## src/include/dcd_pkg.sv

```systemverilog
// Package for the command decoder: command codes, bursts, decoded command word.
// Assumes a single 100 MHz clock domain in the consumer.
package dcd_pkg;

	localparam int BA_W = 3;
	localparam int ADDR_W = 16;
	localparam int AP_BIT = 10;
	localparam int BC_BIT = 12;
	localparam int COL_W = 10;
	localparam int ROW_W = 16;
	localparam logic [3:0] BL8_BEATS = 4'h8;
	localparam logic [3:0] BL4_BEATS = 4'h4;
	localparam logic [3:0] BURST_CLKS_BL8 = 4'h4;
	localparam logic [3:0] BURST_CLKS_BL4 = 4'h2;
	localparam logic [3:0] CNT_RST = 4'h0;
	localparam logic [BA_W-1:0] BANK_RST = 3'h0;
	localparam logic [ADDR_W-1:0] ADDR_RST = 16'h0000;

	typedef enum logic [3:0] {
		DCD_CMD_NONE,
		DCD_CMD_MRS,
		DCD_CMD_REF,
		DCD_CMD_SRE,
		DCD_CMD_SRX,
		DCD_CMD_PRE,
		DCD_CMD_ACT,
		DCD_CMD_WR,
		DCD_CMD_RD,
		DCD_CMD_ZQ,
		DCD_CMD_PDE,
		DCD_CMD_PDX,
		DCD_CMD_RSVD
	} dcd_cmd_t;

	typedef enum logic [1:0] {
		DCD_ST_IDLE,
		DCD_ST_PWRDN,
		DCD_ST_SELFREF
	} dcd_pwr_t;

	typedef struct packed {
		logic cs_n;
		logic ras_n;
		logic cas_n;
		logic we_n;
		logic cke;
		logic odt;
		logic [BA_W-1:0] ba;
		logic [ADDR_W-1:0] addr;
	} dcd_pins_t;

	typedef struct packed {
		dcd_cmd_t cmd;
		logic [BA_W-1:0] bank;
		logic [ADDR_W-1:0] addr;
		logic auto_pre;
		logic chop4;
	} dcd_dec_t;

endpackage

```

## src/rtl/dcd_sync.sv

```systemverilog
// Two-stage synchroniser for a bundle of pin levels.
// Assumes pins are asynchronous to clk_i.
`timescale 1ns/1ns
`default_nettype none
module dcd_sync #(
	parameter int WIDTH = 8
) (
	input wire logic clk_i,
	input wire logic sys_rst_i,
	input wire logic [WIDTH-1:0] d_i,
	output logic [WIDTH-1:0] q_o
);
	logic [WIDTH-1:0] meta_reg;

	always_ff @(posedge clk_i) begin
		if (sys_rst_i) begin
			meta_reg <= '0;
			q_o <= '0;
		end else begin
			meta_reg <= d_i;
			q_o <= meta_reg;
		end
	end
endmodule
`default_nettype wire

```

## src/rtl/dcd_decoder.sv

```systemverilog
// Command decoder for a DDR3-style memory device.
// Assumes pins arrive asynchronously and are synchronised here; one clock.
`timescale 1ns/1ns
`default_nettype none
// Notes on behaviour
// RULE1: Commands come from CS, RAS, CAS, WE and CKE sampled on rising edge.
// RULE2: All strobes low, CKE high twice: mode register set, bank picks register.
// RULE3: Bank lines choose the bank; activate opens the row on address.
// RULE4: Write is CS, CAS, WE low, RAS high; A10 low means no precharge.
// RULE5: On-the-fly write: A12 low chops to four, high gives eight.
// RULE6: Write with A10 high precharges its bank after the burst.
// RULE7: Read is CS, CAS low, RAS, WE high; column from low address.
// RULE8: On-the-fly read: A12 high gives eight, low chops to four.
// RULE9: Read with A10 high auto precharges; A12 still picks length.
// RULE10: Bursts always complete; fixed or on-the-fly set by mode register.
// RULE11: Controller keeps the active-low reset high in normal operation.
// RULE12: Valid inputs must be driven to defined levels by the controller.
// RULE13: No refresh happens during power-down; controller keeps refresh intervals.
// RULE14: Termination input never affects decoding; unavailable in self-refresh.
// RULE15: Self-refresh exit is seen on CKE rising with NOP or deselect.
// RULE16: NOP registers nothing and leaves running bursts alone.
// RULE17: Controller issues NOP when idle or waiting.
// RULE18: Chip select high ignores everything else, acting as NOP.
// RULE19: CKE fall with refresh enters self-refresh, with NOP enters power-down; code enters power-down instead while a burst runs.
// RULE20: Controller enters self-refresh only with all banks idle.
// RULE21: After self-refresh exit controller sends only NOP or deselect.
// RULE22: Unlisted encodings are reserved and change no state.
module dcd_decoder (
	input wire logic clk_i,
	input wire logic sys_rst_i,
	input wire logic cs_n_i,
	input wire logic ras_n_i,
	input wire logic cas_n_i,
	input wire logic we_n_i,
	input wire logic cke_i,
	input wire logic odt_i,
	input wire logic [dcd_pkg::BA_W-1:0] ba_i,
	input wire logic [dcd_pkg::ADDR_W-1:0] addr_i,
	input wire logic otf_mode_i,
	output logic cmd_valid_o,
	output dcd_pkg::dcd_cmd_t cmd_o,
	output logic [dcd_pkg::BA_W-1:0] bank_o,
	output logic [dcd_pkg::ADDR_W-1:0] addr_o,
	output logic auto_pre_o,
	output logic chop4_o,
	output logic burst_busy_o,
	output logic [3:0] burst_beats_o,
	output logic precharge_o,
	output logic [dcd_pkg::BA_W-1:0] precharge_bank_o,
	output logic pwrdn_o,
	output logic selfref_o,
	output logic odt_en_o
);
	localparam int PIN_W = $bits(dcd_pkg::dcd_pins_t);

	dcd_pkg::dcd_pins_t pins_raw;
	dcd_pkg::dcd_pins_t pins;
	dcd_pkg::dcd_dec_t dec;
	dcd_pkg::dcd_pwr_t pwr_reg;
	logic cke_prev_reg;
	logic [3:0] burst_cnt_reg;
	logic ap_pend_reg;
	logic [dcd_pkg::BA_W-1:0] ap_bank_reg;

	// ------------------------------------------------------------
	// Pin synchronisation
	// ------------------------------------------------------------
	assign pins_raw = '{cs_n: cs_n_i, ras_n: ras_n_i, cas_n: cas_n_i, we_n: we_n_i,
		cke: cke_i, odt: odt_i, ba: ba_i, addr: addr_i};

	dcd_sync #(
		.WIDTH(PIN_W)
	) u_sync (
		.clk_i(clk_i),
		.sys_rst_i(sys_rst_i),
		.d_i(pins_raw),
		.q_o(pins)
	);

	// ------------------------------------------------------------
	// Command decode
	// ------------------------------------------------------------
	function automatic dcd_pkg::dcd_dec_t decode(input dcd_pkg::dcd_pins_t p, input logic ckep,
		input logic otf);
		dcd_pkg::dcd_dec_t d;
		logic nop_like;
		d.cmd = dcd_pkg::DCD_CMD_NONE;
		d.bank = p.ba; // RULE3
		d.addr = p.addr;
		d.auto_pre = p.addr[dcd_pkg::AP_BIT];
		d.chop4 = otf & ~p.addr[dcd_pkg::BC_BIT];
		nop_like = p.cs_n | (p.ras_n & p.cas_n & p.we_n); // RULE18
		if (ckep && p.cke) begin
			if (p.cs_n) begin
				d.cmd = dcd_pkg::DCD_CMD_NONE; // RULE18
			end else begin
				unique case ({p.ras_n, p.cas_n, p.we_n}) // RULE1
					3'b000: d.cmd = dcd_pkg::DCD_CMD_MRS; // RULE2
					3'b001: d.cmd = dcd_pkg::DCD_CMD_REF;
					3'b010: d.cmd = dcd_pkg::DCD_CMD_PRE;
					3'b011: d.cmd = dcd_pkg::DCD_CMD_ACT; // RULE3
					3'b100: d.cmd = dcd_pkg::DCD_CMD_WR; // RULE4
					3'b101: d.cmd = dcd_pkg::DCD_CMD_RD; // RULE7
					3'b110: d.cmd = dcd_pkg::DCD_CMD_ZQ;
					3'b111: d.cmd = dcd_pkg::DCD_CMD_NONE; // RULE16
				endcase
			end
		end else if (ckep && !p.cke) begin
			if (!p.cs_n && !p.ras_n && !p.cas_n && p.we_n) begin
				d.cmd = dcd_pkg::DCD_CMD_SRE; // RULE19
			end else if (nop_like) begin
				d.cmd = dcd_pkg::DCD_CMD_PDE; // RULE19
			end else begin
				d.cmd = dcd_pkg::DCD_CMD_RSVD; // RULE22
			end
		end else if (!ckep && p.cke) begin
			d.cmd = nop_like ? dcd_pkg::DCD_CMD_PDX : dcd_pkg::DCD_CMD_RSVD; // RULE19
		end
		return d;
	endfunction

	always_comb begin
		dec = decode(pins, cke_prev_reg, otf_mode_i); // RULE14
		if (dec.cmd == dcd_pkg::DCD_CMD_PDX && pwr_reg == dcd_pkg::DCD_ST_SELFREF) begin
			dec.cmd = dcd_pkg::DCD_CMD_SRX; // RULE15
		end
		if (dec.cmd == dcd_pkg::DCD_CMD_PDX && pwr_reg != dcd_pkg::DCD_ST_PWRDN) begin
			dec.cmd = dcd_pkg::DCD_CMD_RSVD; // RULE22
		end
		if (dec.cmd == dcd_pkg::DCD_CMD_SRE && burst_busy_o) begin
			dec.cmd = dcd_pkg::DCD_CMD_PDE;
		end
	end

	// ------------------------------------------------------------
	// Command output
	// ------------------------------------------------------------
	always_ff @(posedge clk_i) begin
		if (sys_rst_i) begin
			cke_prev_reg <= 1'b0;
		end else begin
			cke_prev_reg <= pins.cke; // RULE1
		end
	end

	always_ff @(posedge clk_i) begin
		if (sys_rst_i) begin
			cmd_valid_o <= 1'b0;
			cmd_o <= dcd_pkg::DCD_CMD_NONE;
			bank_o <= dcd_pkg::BANK_RST;
			addr_o <= dcd_pkg::ADDR_RST;
			auto_pre_o <= 1'b0;
			chop4_o <= 1'b0;
		end else begin
			cmd_valid_o <= dec.cmd != dcd_pkg::DCD_CMD_NONE && dec.cmd != dcd_pkg::DCD_CMD_RSVD;
			cmd_o <= dec.cmd;
			if (dec.cmd != dcd_pkg::DCD_CMD_NONE && dec.cmd != dcd_pkg::DCD_CMD_RSVD) begin
				bank_o <= dec.bank; // RULE2
				if (dec.cmd == dcd_pkg::DCD_CMD_RD || dec.cmd == dcd_pkg::DCD_CMD_WR) begin
					addr_o <= {{(dcd_pkg::ADDR_W-dcd_pkg::COL_W){1'b0}},
						dec.addr[dcd_pkg::COL_W-1:0]}; // RULE7
					auto_pre_o <= dec.auto_pre; // RULE6 RULE9
					chop4_o <= dec.chop4; // RULE5 RULE8
				end else begin
					addr_o <= dec.addr; // RULE3
					auto_pre_o <= 1'b0;
					chop4_o <= 1'b0;
				end
			end
		end
	end

	// ------------------------------------------------------------
	// Burst tracking and auto precharge
	// ------------------------------------------------------------
	always_ff @(posedge clk_i) begin
		if (sys_rst_i) begin
			burst_cnt_reg <= dcd_pkg::CNT_RST;
			burst_busy_o <= 1'b0;
			burst_beats_o <= dcd_pkg::CNT_RST;
			ap_pend_reg <= 1'b0;
			ap_bank_reg <= dcd_pkg::BANK_RST;
		end else if ((dec.cmd == dcd_pkg::DCD_CMD_RD || dec.cmd == dcd_pkg::DCD_CMD_WR)
			&& !burst_busy_o) begin
			burst_cnt_reg <= dec.chop4 ? dcd_pkg::BURST_CLKS_BL4 : dcd_pkg::BURST_CLKS_BL8;
			burst_beats_o <= dec.chop4 ? dcd_pkg::BL4_BEATS : dcd_pkg::BL8_BEATS; // RULE5 RULE8
			burst_busy_o <= 1'b1;
			ap_pend_reg <= dec.auto_pre; // RULE6 RULE9
			ap_bank_reg <= dec.bank;
		end else if (burst_cnt_reg != dcd_pkg::CNT_RST) begin
			burst_cnt_reg <= burst_cnt_reg - 4'h1; // RULE10 RULE16
			burst_busy_o <= burst_cnt_reg != 4'h1;
		end else begin
			burst_busy_o <= 1'b0;
			ap_pend_reg <= 1'b0;
		end
	end

	always_ff @(posedge clk_i) begin
		if (sys_rst_i) begin
			precharge_o <= 1'b0;
			precharge_bank_o <= dcd_pkg::BANK_RST;
		end else begin
			precharge_o <= ap_pend_reg && burst_cnt_reg == 4'h1; // RULE6 RULE9
			precharge_bank_o <= ap_bank_reg;
		end
	end

	// ------------------------------------------------------------
	// Power state
	// ------------------------------------------------------------
	always_ff @(posedge clk_i) begin
		if (sys_rst_i) begin
			pwr_reg <= dcd_pkg::DCD_ST_IDLE;
		end else begin
			unique case (pwr_reg)
				dcd_pkg::DCD_ST_IDLE: begin
					if (dec.cmd == dcd_pkg::DCD_CMD_SRE) begin
						pwr_reg <= dcd_pkg::DCD_ST_SELFREF; // RULE19
					end else if (dec.cmd == dcd_pkg::DCD_CMD_PDE) begin
						pwr_reg <= dcd_pkg::DCD_ST_PWRDN; // RULE19 RULE13
					end
				end
				dcd_pkg::DCD_ST_PWRDN: begin
					if (dec.cmd == dcd_pkg::DCD_CMD_PDX) begin
						pwr_reg <= dcd_pkg::DCD_ST_IDLE; // RULE19
					end
				end
				dcd_pkg::DCD_ST_SELFREF: begin
					if (dec.cmd == dcd_pkg::DCD_CMD_SRX) begin
						pwr_reg <= dcd_pkg::DCD_ST_IDLE; // RULE15
					end
				end
			endcase
		end
	end

	always_ff @(posedge clk_i) begin
		if (sys_rst_i) begin
			pwrdn_o <= 1'b0;
			selfref_o <= 1'b0;
			odt_en_o <= 1'b0;
		end else begin
			pwrdn_o <= pwr_reg == dcd_pkg::DCD_ST_PWRDN;
			selfref_o <= pwr_reg == dcd_pkg::DCD_ST_SELFREF;
			odt_en_o <= pins.odt && pwr_reg != dcd_pkg::DCD_ST_SELFREF; // RULE14
		end
	end
endmodule
`default_nettype wire

```

## config.mk

```make
export PLATFORM = sky130hd
export DESIGN_NAME = dcd_decoder
export DESIGN_NICKNAME = d
export VERILOG_FILES = /design/src/include/dcd_pkg.sv /design/src/rtl/dcd_sync.sv /design/src/rtl/dcd_decoder.sv
export SDC_FILE = /design/constraint.sdc
export NUM_CORES = 1
export LEC_CHECK = 0
export ABC_AREA = 1
export BUFFER_PORTS_ARGS = -buffer_cell sky130_fd_sc_hd__buf_2
export CAP_MARGIN = 5
export CORE_MARGIN = 5
export CORE_UTILIZATION = 40
export CTS_BUF_LIST = sky130_fd_sc_hd__clkbuf_4
export DETAILED_ROUTE_END_ITERATION = 6
export GPL_TIMING_DRIVEN = 0
export RECOVER_POWER = 100
export SYNTH_ARGS = -nofsm -noshare
export SYNTH_HDL_FRONTEND = slang
export SYNTH_SLANG_ARGS = --single-unit
export TNS_END_PERCENT = 5
```

## constraint.sdc

```tcl
create_clock -name clk_i -period 2.4 [get_ports clk_i]
set_input_delay 0.48 -clock clk_i [delete_from_list [all_inputs] [get_ports clk_i]]
set_output_delay 0.48 -clock clk_i [all_outputs]
set_load 0.005 [all_outputs]
```

==> impl_metrics.env, run 1 <==
export IMPL_wl_met2_microns=3380
export IMPL_hold_end="u_sync.meta_reg[8]$_SDFF_PP0_"
export IMPL_worstReg2RegStart="u_sync.q_o[24]$_SDFF_PP0_"
export IMPL_dp_cells=635
export IMPL_yosys_cell_types_count=26
export IMPL_htree_levels=3
export IMPL_top_layer_used="met4"
export IMPL_min_delay_path_class="input port to register"
export IMPL_grt_usage=0.135
export IMPL_setup_viol=0
export IMPL_crit_type="register to register"
export IMPL_grt_overflow=0
export IMPL_rsz0062_at_grt="true"
export IMPL_drt_iter0_drc=104
export IMPL_p_leak_uw=0.00215
export IMPL_io_pins=66
export IMPL_worstMarginPinSlew_ns=0.559
export IMPL_hp_start="addr_i[8]"
export IMPL_finClkSkew_ns=0.0142
export IMPL_syn_inst=461
export IMPL_num_antenna_cells=0
export IMPL_dr_pass1_iters=4
export IMPL_antenna_found_initial=0
export IMPL_chipWidth_microns=106
export IMPL_drive_above_1_share=0.200
export IMPL_dieArea_sq_um=11300
export IMPL_maxSlewViolCount=0
export IMPL_postSynthAreaPerCell_sq_um=8.04
export IMPL_cts_root_buf="clkbuf_4"
export IMPL_grt_pass1_wl_microns=12100
export IMPL_ant_nets=0
export IMPL_worstPathArrival_ns=2.56
export IMPL_fin_nets=570
export IMPL_ys_ff_latch=101
export IMPL_drt_vias_per_instance=4.39
export IMPL_min_path_cells=3
export IMPL_cts_sinks=101
export IMPL_via_count=2862
export IMPL_fp_coreArea_sq_um=9150
export IMPL_hold_violations=0
export IMPL_met1_length_microns=3120
export IMPL_port_buffers=62
export IMPL_period_share=0.918
export IMPL_multi_input_area_sq_um=1270
export IMPL_drv_cap=0
export IMPL_routedWlPerCell_microns=10.7
export IMPL_fin_cells=652
export IMPL_hpwl_microns=5320
export IMPL_fin_crit_ns=2.20
export IMPL_synth_seq_area_share=0.545
export IMPL_fp_dieH_microns=106
export IMPL_rr_worst_depth=15
export IMPL_grt_pass1_vias=2690
export IMPL_rows=35
export IMPL_synth_edf_count=0
export IMPL_worst_ep_required_time_ns=2.76
export IMPL_vdd_ir_drop_max_mv=0.328
export IMPL_clkLatencyLatePin_ns=0.45
export IMPL_seqCellArea_sq_um=2030
export IMPL_synthFlopType="dfxtp_1"
export IMPL_synthesis_area_sq_um=3710
export IMPL_power_density_nw_per_um2=765
export IMPL_cts_made_buffers=9
export IMPL_status="complete, no violations"
export IMPL_reg2reg_slack_ns=0.20
export IMPL_syn2layout_area_growth_pct=16.1
export IMPL_yosys_warnings=0
export IMPL_globalplace_congestion=0.827
export IMPL_drc=0
export IMPL_start_util=0.405
export IMPL_fmax_mhz=454
export IMPL_ctsLongestPathBuffers=2
export IMPL_setup_slack_ns=0.197
export IMPL_route_met3_wl_microns=369
export IMPL_cp_end_kind="register"
export IMPL_cts_clk_slew_worst_paths_ns=0.16
export IMPL_cp_start_kind="register"
export IMPL_dp_slack_ns=0.115
export IMPL_routed_wl_microns=6990
export IMPL_fin_util=0.470
export IMPL_async_flop_share=0
export IMPL_holdBufCountCts=0
export IMPL_cts_tree="yes"
export IMPL_n_fill_cell=917
export IMPL_max_slew_margin_rel=0.627
export IMPL_timing_rr_end="ap_bank_reg[1]$_SDFFE_PP0P_"
export IMPL_grt_max_degree=19
export IMPL_cp_max_fo=10
-- Yosys cell counts, types with 3 or more instances --
cell type / instances / area share
dfxtp_1: 101 / 0.55
inv_1: 79 / 0.080
nand2_1: 76 / 0.077
nor2_1: 75 / 0.076
nand3_1: 36 / 0.049
a21oi_1: 12 / 0.016
clkbuf_1: 10 / 0.010
o21ai_1: 9 / 0.012
o21ai_0: 8 / 0.011
nand2_2: 7 / 0.012
nand2_4: 7 / 0.021
ha_1: 6 / 0.020
inv_2: 5 / 0.0051
nor2_2: 5 / 0.0084
buf_4: 3 / 0.0061
buf_6: 3 / 0.0091
nand3_2: 3 / 0.0081
-- cell usage in the layout (no fill, tap or decap) --
master,instances
dfxtp_1,98
inv_1,79
nand2_1,77
nor2_1,75
buf_2,49
nand3_1,36
clkbuf_1,23
a21oi_1,12
o21ai_1,9
clkbuf_4,9
o21ai_0,8
nand2_4,7
nand2_2,6
ha_1,6
inv_2,5
nor2_2,4
buf_4,4
nor2_4,3
nand3_2,3
buf_6,3
dfxtp_2,3
clkinv_1,2
o21ai_2,2
a21oi_2,2
nand4_1,2
xor2_1,2
nor3_1,2
conb_1,2
inv_6,2
o21ai_4,1
bufinv_16,1
clkinv_2,1
clkinvlp_4,1
inv_8,1
clkinv_4,1
-- power by group --
group | internal, uW | leakage (uW) | switching (uW)
combinational | 209 | 0.00124 | 327
sequential | 1790 | 0.000830 | 54.0
clock | 333 | 0.0000788 | 576
-- logic make-up after synthesis --
group / synth area share
fa+ha+maj: 0.0202
flops: 0.545
simple gates: 0.263
buf+inv: 0.112
xor+xnor: 0.00473
compound gates: 0.0530
other cells: 0.00101
-- worst max path at each step --
stage / start / end / slack, ns / cells past startpoint
6_report: u_sync.q_o[24]$_SDFF_PP0_ / ap_bank_reg[1]$_SDFFE_PP0P_ / 0.20 / 15
5_1_grt: u_sync.q_o[24]$_SDFF_PP0_ / ap_bank_reg[1]$_SDFFE_PP0P_ / -0.05 / 17
4_1_cts: u_sync.q_o[21]$_SDFF_PP0_ / addr_o[4]$_SDFFE_PP0P_ / 0.14 / 20
3_5_place_dp: sys_rst_i / register / 0.12 / 7
3_3_place_gp: sys_rst_i / register / 0.13 / 7
2_1_floorplan: cke_prev_reg$_SDFF_PP0_ / ap_bank_reg[1]$_SDFFE_PP0P_ / 0.44 / 16
-- per-layer routing --
| metal | GRT usage | vias to the layer above |
|---|---|---|
| li1 | - | 1524 |
| met1 | 0.160 | 1270 |
| met2 | 0.227 | 55 |
| met3 | 0.0340 | 13 |
| met4 | 0.0638 | 0 |
| met5 | 0 | - |
-- repair_timing --
action                                  in CTS  in global routing
setup buffers                                0                  1
gates resized for setup                      0                  4
endpoints found under the setup margin       0                 28
-- area by class of cell --
class                           count  area share
Tap cell                          111      0.0323
Timing Repair Buffer               63      0.0700
Clock inverter                      7      0.0186
Sequential cell                   101       0.471
Buffer                             16      0.0218
Inverter                           86      0.0750
Clock buffer                        9      0.0157
Multi-Input combinational cell    259       0.296
-- critical path, stage by stage, from the launching register on --
cell and delay, ns:
dfxtp_1 0.35, inv_2 0.10, nand2_1 0.11, a21oi_1 0.24, nor2_4 0.07, nand2_4 0.07
clkinv_1 0.08, nand2_1 0.08, nand2_2 0.08, a21oi_2 0.24, nand3_2 0.11, nand2_2 0.15
nand2_4 0.10, buf_6 0.15, o21ai_1 0.13, a21oi_1 0.05
-- through the flow --
stage	TNS, ns	hold WS [ns]	power (uW)	area (sq um)
2_1_floorplan	0	0.388	2270	3710
3_3_place_gp	0	0.392	2420	4160
3_5_place_dp	0	0.393	2430	4160
4_1_cts	0	0.164	3340	4310
5_1_grt	-0.528	0.171	3500	4310
6_report	0	0.206	3290	4310
(Power assumes the default switching activity.)
==> run 2: changes to the inputs <==
--- a/config.mk
+++ b/config.mk
@@ -10,7 +10,6 @@
 export CAP_MARGIN = 5
 export CORE_MARGIN = 5
 export CORE_UTILIZATION = 40
-export CTS_BUF_LIST = sky130_fd_sc_hd__clkbuf_4
 export DETAILED_ROUTE_END_ITERATION = 6
 export GPL_TIMING_DRIVEN = 0
 export RECOVER_POWER = 100
==> impl_metrics.env, run 2 (same netlist as run 1, synthesis figures left out) <==
export IMPL_status="complete, no violations"
export IMPL_drc=0
export IMPL_routed_wl_microns=7010
export IMPL_drt_vias_per_instance=4.36
export IMPL_maxSlewViolCount=0
export IMPL_setup_tns_ns=0
export IMPL_final_cell_mix="98 x dfxtp_1, 79 x inv_1, 75 x nand2_1"
export IMPL_drive_above_1_share=0.214
export IMPL_dr_pass1_iters=4
export IMPL_drt_iter0_drc=101
export IMPL_cts_clk_slew_worst_paths_ns=0.10
export IMPL_routedWlPerCell_microns=10.7
export IMPL_cp_end_kind="register"
export IMPL_fin_total_pwr_uw=3490
export IMPL_setup_slack_ns=0.224
export IMPL_globalplace_congestion=0.827
export IMPL_via_count=2852
export IMPL_io_pins=66
export IMPL_syn2layout_area_growth_pct=19.0
export IMPL_finalInstanceArea_sq_um=4410
export IMPL_cts_made_buffers=9
export IMPL_worstPathArrival_ns=2.43
export IMPL_rsz0062_at_grt="false"
export IMPL_vdd_ir_drop_max_mv=0.339
export IMPL_htree_levels=3
export IMPL_fin_nets=572
export IMPL_cp_max_fo=10
export IMPL_holdBufCountCts=0
export IMPL_cts_sinks=101
export IMPL_crit_type="register to register"
export IMPL_worstReg2RegStart="pwr_reg[0]$_SDFFE_PP0P_"
export IMPL_drv_cap=0
export IMPL_fp_coreArea_sq_um=9150
export IMPL_port_buffers=62
export IMPL_cp_start_kind="register"
export IMPL_clkLatencyLatePin_ns=0.36
export IMPL_dieArea_sq_um=11300
export IMPL_rows=35
export IMPL_worst_ep_required_time_ns=2.66
export IMPL_start_util=0.405
export IMPL_num_antenna_cells=0
export IMPL_crit_end="addr_o[4]$_SDFFE_PP0P_"
export IMPL_grt_max_degree=19
export IMPL_grt_pass1_vias=2698
export IMPL_chipWidth_microns=106
export IMPL_rr_worst_depth=15
export IMPL_cts_root_buf="clkbuf_8"
export IMPL_reg2reg_slack_ns=0.22
export IMPL_grt_pass1_wl_microns=12200
export IMPL_period_share=0.907
export IMPL_timing_rr_end="addr_o[4]$_SDFFE_PP0P_"
export IMPL_hpwl_microns=5320
export IMPL_fin_crit_ns=2.18
export IMPL_p_leak_uw=0.00219
export IMPL_min_delay_path_class="input port to register"
export IMPL_fp_dieH_microns=106
export IMPL_dp_slack_ns=0.115
export IMPL_antenna_found_initial=0
export IMPL_grt_overflow=0
export IMPL_ant_nets=0
export IMPL_setup_viol=0
export IMPL_cts_tree="yes"
export IMPL_power_density_nw_per_um2=791
export IMPL_hold_violations=0
export IMPL_grt_usage=0.135
export IMPL_max_slew_margin_rel=0.614
export IMPL_ctsLongestPathBuffers=2
export IMPL_fmax_mhz=459
export IMPL_finClkSkew_ns=0.00923
export IMPL_placed_cell_area_sq_um=4160
export IMPL_worstMarginPinSlew_ns=0.580
export IMPL_final_common_cell="dfxtp_1"
export IMPL_startpoint="pwr_reg[0]$_SDFFE_PP0P_"
[run 2: cell types whose count changed in the layout (fill, tap and decap cells not counted), sizes merged]
cell	previous run	this run
buf	56	58
[run 2: how the worst min path moves through the flow]
stage                                           to  cells after the start                      startpoint  slack (ns)
detailed placement       u_sync.q_o[11]$_SDFF_PP0_                      2  u_sync.meta_reg[11]$_SDFF_PP0_        0.39
global route         u_sync.meta_reg[7]$_SDFF_PP0_                      3                       addr_i[7]        0.29
finish              u_sync.meta_reg[12]$_SDFF_PP0_                      3                      addr_i[12]        0.31
CTS                  u_sync.meta_reg[8]$_SDFF_PP0_                      3                       addr_i[8]        0.28
global placement         u_sync.q_o[10]$_SDFF_PP0_                      2  u_sync.meta_reg[10]$_SDFF_PP0_        0.39
floorplan                 u_sync.q_o[0]$_SDFF_PP0_                      2   u_sync.meta_reg[0]$_SDFF_PP0_        0.39
[run 2: what timing repair did]
item                       4_1_cts  5_1_grt
setup endpoints to repair        0       28
buffers inserted                 0        3
gates resized for setup          0       11
[run 2: stage by stage]
step / std cells / hold WS, ns / util
6_report: 654 / 0.312 / 0.482
5_1_grt: 654 / 0.288 / 0.482
4_1_cts: 651 / 0.284 / 0.477
3_5_place_dp: 635 / 0.393 / 0.455
3_3_place_gp: 635 / 0.392 / 0.455
2_1_floorplan: 462 / 0.388 / -
[run 2: routing by layer]
metal	up-vias	global-route usage	wire, microns
met5	-	0	0
met4	0	0.0472	95
met3	9	0.0431	333
met2	46	0.227	3400
met1	1271	0.162	3190
li1	1526	-	-
[run 2: final cells by class]
class / instances / area (sq um)
fillers: 894 / 4740
inverters: 86 / 323
multi-input cells: 259 / 1310
flip-flops and latches: 101 / 2030
repair buffers: 65 / 317
clock buffers: 9 / 124
clock inverters: 7 / 80.1
well taps: 111 / 139
plain buffers: 16 / 93.8
[run 2: critical path: stages (launching register included)]
cell     delay, ns
dfxtp_1       0.34
inv_1         0.07
ha_1          0.30
o21ai_4       0.27
o21ai_4       0.10
nor2_1        0.12
nand2_2       0.10
nand2_4       0.10
nand2_2       0.06
nor2_2        0.09
nand2_2       0.11
nand2_4       0.09
inv_2         0.06
buf_6         0.13
nand2_1       0.06
nand2_1       0.05
[run 2: where the power goes]
part | internal (uW) | switching [uW]
sequential | 1790 | 54.9
clock | 497 | 594
combinational | 215 | 335
==> run 3: changes to the inputs <==
==> constraint.sdc (replaced) <==
create_clock -name clk_i -period 2.4 [get_ports clk_i]
set_input_delay 0.12 -clock clk_i [delete_from_list [all_inputs] [get_ports clk_i]]
set_output_delay 0.12 -clock clk_i [all_outputs]
set_load 0.005 [all_outputs]
==> impl_metrics.env, run 3 (same netlist as run 1, synthesis figures left out) <==
export IMPL_status="complete, no violations"
export IMPL_syn2layout_area_growth_pct=25.8
export IMPL_hp_start="otf_mode_i"
export IMPL_rr_worst_depth=15
export IMPL_cp_top_family="simple AND/OR/NAND/NOR gates"
export IMPL_power_density_nw_per_um2=756
export IMPL_clkLatencyLatePin_ns=0.36
export IMPL_min_delay_path_class="input port to register"
export IMPL_drv_cap=0
export IMPL_rsz0062_at_grt="false"
export IMPL_dr_pass1_iters=4
export IMPL_fin_util=0.509
export IMPL_crit_chain="inv_1 > ha_1 > o21ai_4 > o21ai_4 > nor2_1 > nand2_2 > nand2_4 > nand2_2 > nor2_2 > nand2_2 > nand2_4 > inv_2 > buf_6 > nand2_1 > nand2_1"
export IMPL_worstMarginPinSlew_ns=0.572
export IMPL_ctsLongestPathBuffers=2
export IMPL_path_buf_inv=3
export IMPL_grt_overflow=0
export IMPL_cp_slowest_stage_delay_ns=0.34
export IMPL_drc=0
export IMPL_reg2reg_slack_ns=0.22
export IMPL_seqPwrFrac=0.524
export IMPL_worstReg2RegStart="pwr_reg[0]$_SDFFE_PP0P_"
export IMPL_grt_pass1_wl_microns=12800
export IMPL_switchingPower_uw=994
export IMPL_vdd_ir_drop_max_mv=0.339
export IMPL_num_antenna_cells=0
export IMPL_routed_wl_microns=7350
export IMPL_chipWidth_microns=106
export IMPL_period_share=0.907
export IMPL_cts_root_buf="clkbuf_8"
export IMPL_worstPathArrival_ns=2.44
export IMPL_timing_rr_end="addr_o[4]$_SDFFE_PP0P_"
export IMPL_grt_use_met1=0.169
export IMPL_crit_top_cell="nand2_2"
export IMPL_grt_max_degree=19
export IMPL_min_path_cells=4
export IMPL_ant_nets=0
export IMPL_crit_type="register to register"
export IMPL_grt_met3_usage=0.0407
export IMPL_grt_usage=0.141
export IMPL_finClkSkew_ns=0.00866
export IMPL_dp_cells=635
export IMPL_fp_dieH_microns=106
export IMPL_setup_tns_ns=0
export IMPL_slowest_stage="dfxtp_1"
export IMPL_grt_pass1_vias=2854
export IMPL_globalplace_congestion=0.827
export IMPL_hpwl_microns=5320
export IMPL_rows=35
export IMPL_routedWlPerCell_microns=10.8
export IMPL_cp_end_kind="register"
export IMPL_final_cell_mix="98 x dfxtp_1, 79 x inv_1, 75 x nand2_1"
export IMPL_drt_vias_per_instance=4.36
export IMPL_worst_ep_required_time_ns=2.66
export IMPL_maxSlewViolCount=0
export IMPL_cts_made_buffers=9
export IMPL_max_slew_margin_rel=0.618
export IMPL_fin_cells=679
export IMPL_p_leak_uw=0.00230
export IMPL_intPower_uw=2530
export IMPL_via_count=2961
export IMPL_io_pins=66
export IMPL_drive_above_1_share=0.204
export IMPL_antenna_found_initial=0
export IMPL_fin_nets=597
export IMPL_top_usage_layer="met2"
export IMPL_port_buffers=62
export IMPL_cp_max_fo=10
export IMPL_cp_start_kind="register"
export IMPL_dieArea_sq_um=11300
export IMPL_n_fill_cell=863
export IMPL_clkPwrFrac=0.311
export IMPL_grt_use_met2=0.243
export IMPL_setup_viol=0
export IMPL_drt_iter0_drc=96
export IMPL_start_util=0.405
export IMPL_htree_levels=3
export IMPL_cts_tree="yes"
export IMPL_cts_sinks=101
export IMPL_final_common_cell="dfxtp_1"
export IMPL_fmax_mhz=459
export IMPL_fin_crit_ns=2.18
export IMPL_pwr_share_comb=0.166
export IMPL_p_sw_frac=0.282
export IMPL_cts_clk_slew_worst_paths_ns=0.09
export IMPL_hold_violations=0
export IMPL_hold_end="burst_cnt_reg[2]$_SDFFE_PP0P_"
export IMPL_fp_coreArea_sq_um=9150
==> run 3: cell types whose count changed in the layout (fill, tap and decap cells not counted) <==
cell	before	now
dlygate4sd3_1	0	25
==> run 3: routing by layer <==
layer	vias to the layer above	routed length, microns
li1	1576	-
met3	9	331
met2	48	3640
met1	1328	3290
met5	-	0
met4	0	95
==> run 3: power by group through the flow <==
stage | logic (uW) | registers, uW | clock network [uW]
4_1_cts | 576 | 1850 | 1130
5_1_grt | 682 | 1860 | 1210
6_report | 583 | 1850 | 1090
3_3_place_gp | 533 | 1880 | 0
2_1_floorplan | 389 | 1880 | 0
3_5_place_dp | 540 | 1890 | 0
==> run 3: timing repair <==
item,in CTS,in global routing
setup buffers,0,3
hold buffers,25,0
resized for setup,0,11
setup endpoints to repair,0,28
hold endpoints to repair,25,0
==> run 3: how the worst max path moves through the flow <==
stage,cells after the start,slack (ns),end,from
after floorplan,16,0.44,ap_bank_reg[1]$_SDFFE_PP0P_,cke_prev_reg$_SDFF_PP0_
final,15,0.22,addr_o[4]$_SDFFE_PP0P_,pwr_reg[0]$_SDFFE_PP0P_
after global routing,19,0.01,addr_o[13]$_SDFFE_PP0P_,u_sync.q_o[21]$_SDFF_PP0_
after detailed placement,20,0.17,addr_o[4]$_SDFFE_PP0P_,u_sync.q_o[21]$_SDFF_PP0_
after CTS,20,0.15,addr_o[4]$_SDFFE_PP0P_,u_sync.q_o[21]$_SDFF_PP0_
after global placement,18,0.21,addr_o[6]$_SDFFE_PP0P_,cke_prev_reg$_SDFF_PP0_
==> run 3: area by class of cell <==
| cell class | count | area [sq um] | area share |
|---|---|---|---|
| clock inverter | 7 | 80.1 | 0.0172 |
| buffer | 16 | 93.8 | 0.0201 |
| sequential | 101 | 2030 | 0.435 |
| inverter | 86 | 323 | 0.0692 |
| timing repair buffer | 90 | 567 | 0.122 |
| clock buffer | 9 | 124 | 0.0266 |
| multi-input combinational | 259 | 1310 | 0.281 |
| tap | 111 | 139 | 0.0298 |
==> run 3: worst register-to-register path, stage by stage (launching register included) <==
cell     delay [ns]
dfxtp_1        0.34
inv_1          0.07
ha_1           0.30
o21ai_4        0.27
o21ai_4        0.11
nor2_1         0.12
nand2_2        0.10
nand2_4        0.10
nand2_2        0.06
nor2_2         0.09
nand2_2        0.11
nand2_4        0.10
inv_2          0.06
buf_6          0.13
nand2_1        0.06
nand2_1        0.05
==> run 3: per-stage QoR <==
stage	hold slack [ns]	power [uW]	worst slack (ns)	instance area [sq um]
final	0.133	3520	0.222	4660
after global routing	0.152	3750	0.0114	4660
after CTS	0.118	3550	0.154	4610
after detailed placement	0.328	2430	0.167	4160
after global placement	0.320	2420	0.208	4160
after floorplan	0.227	2270	0.443	3710
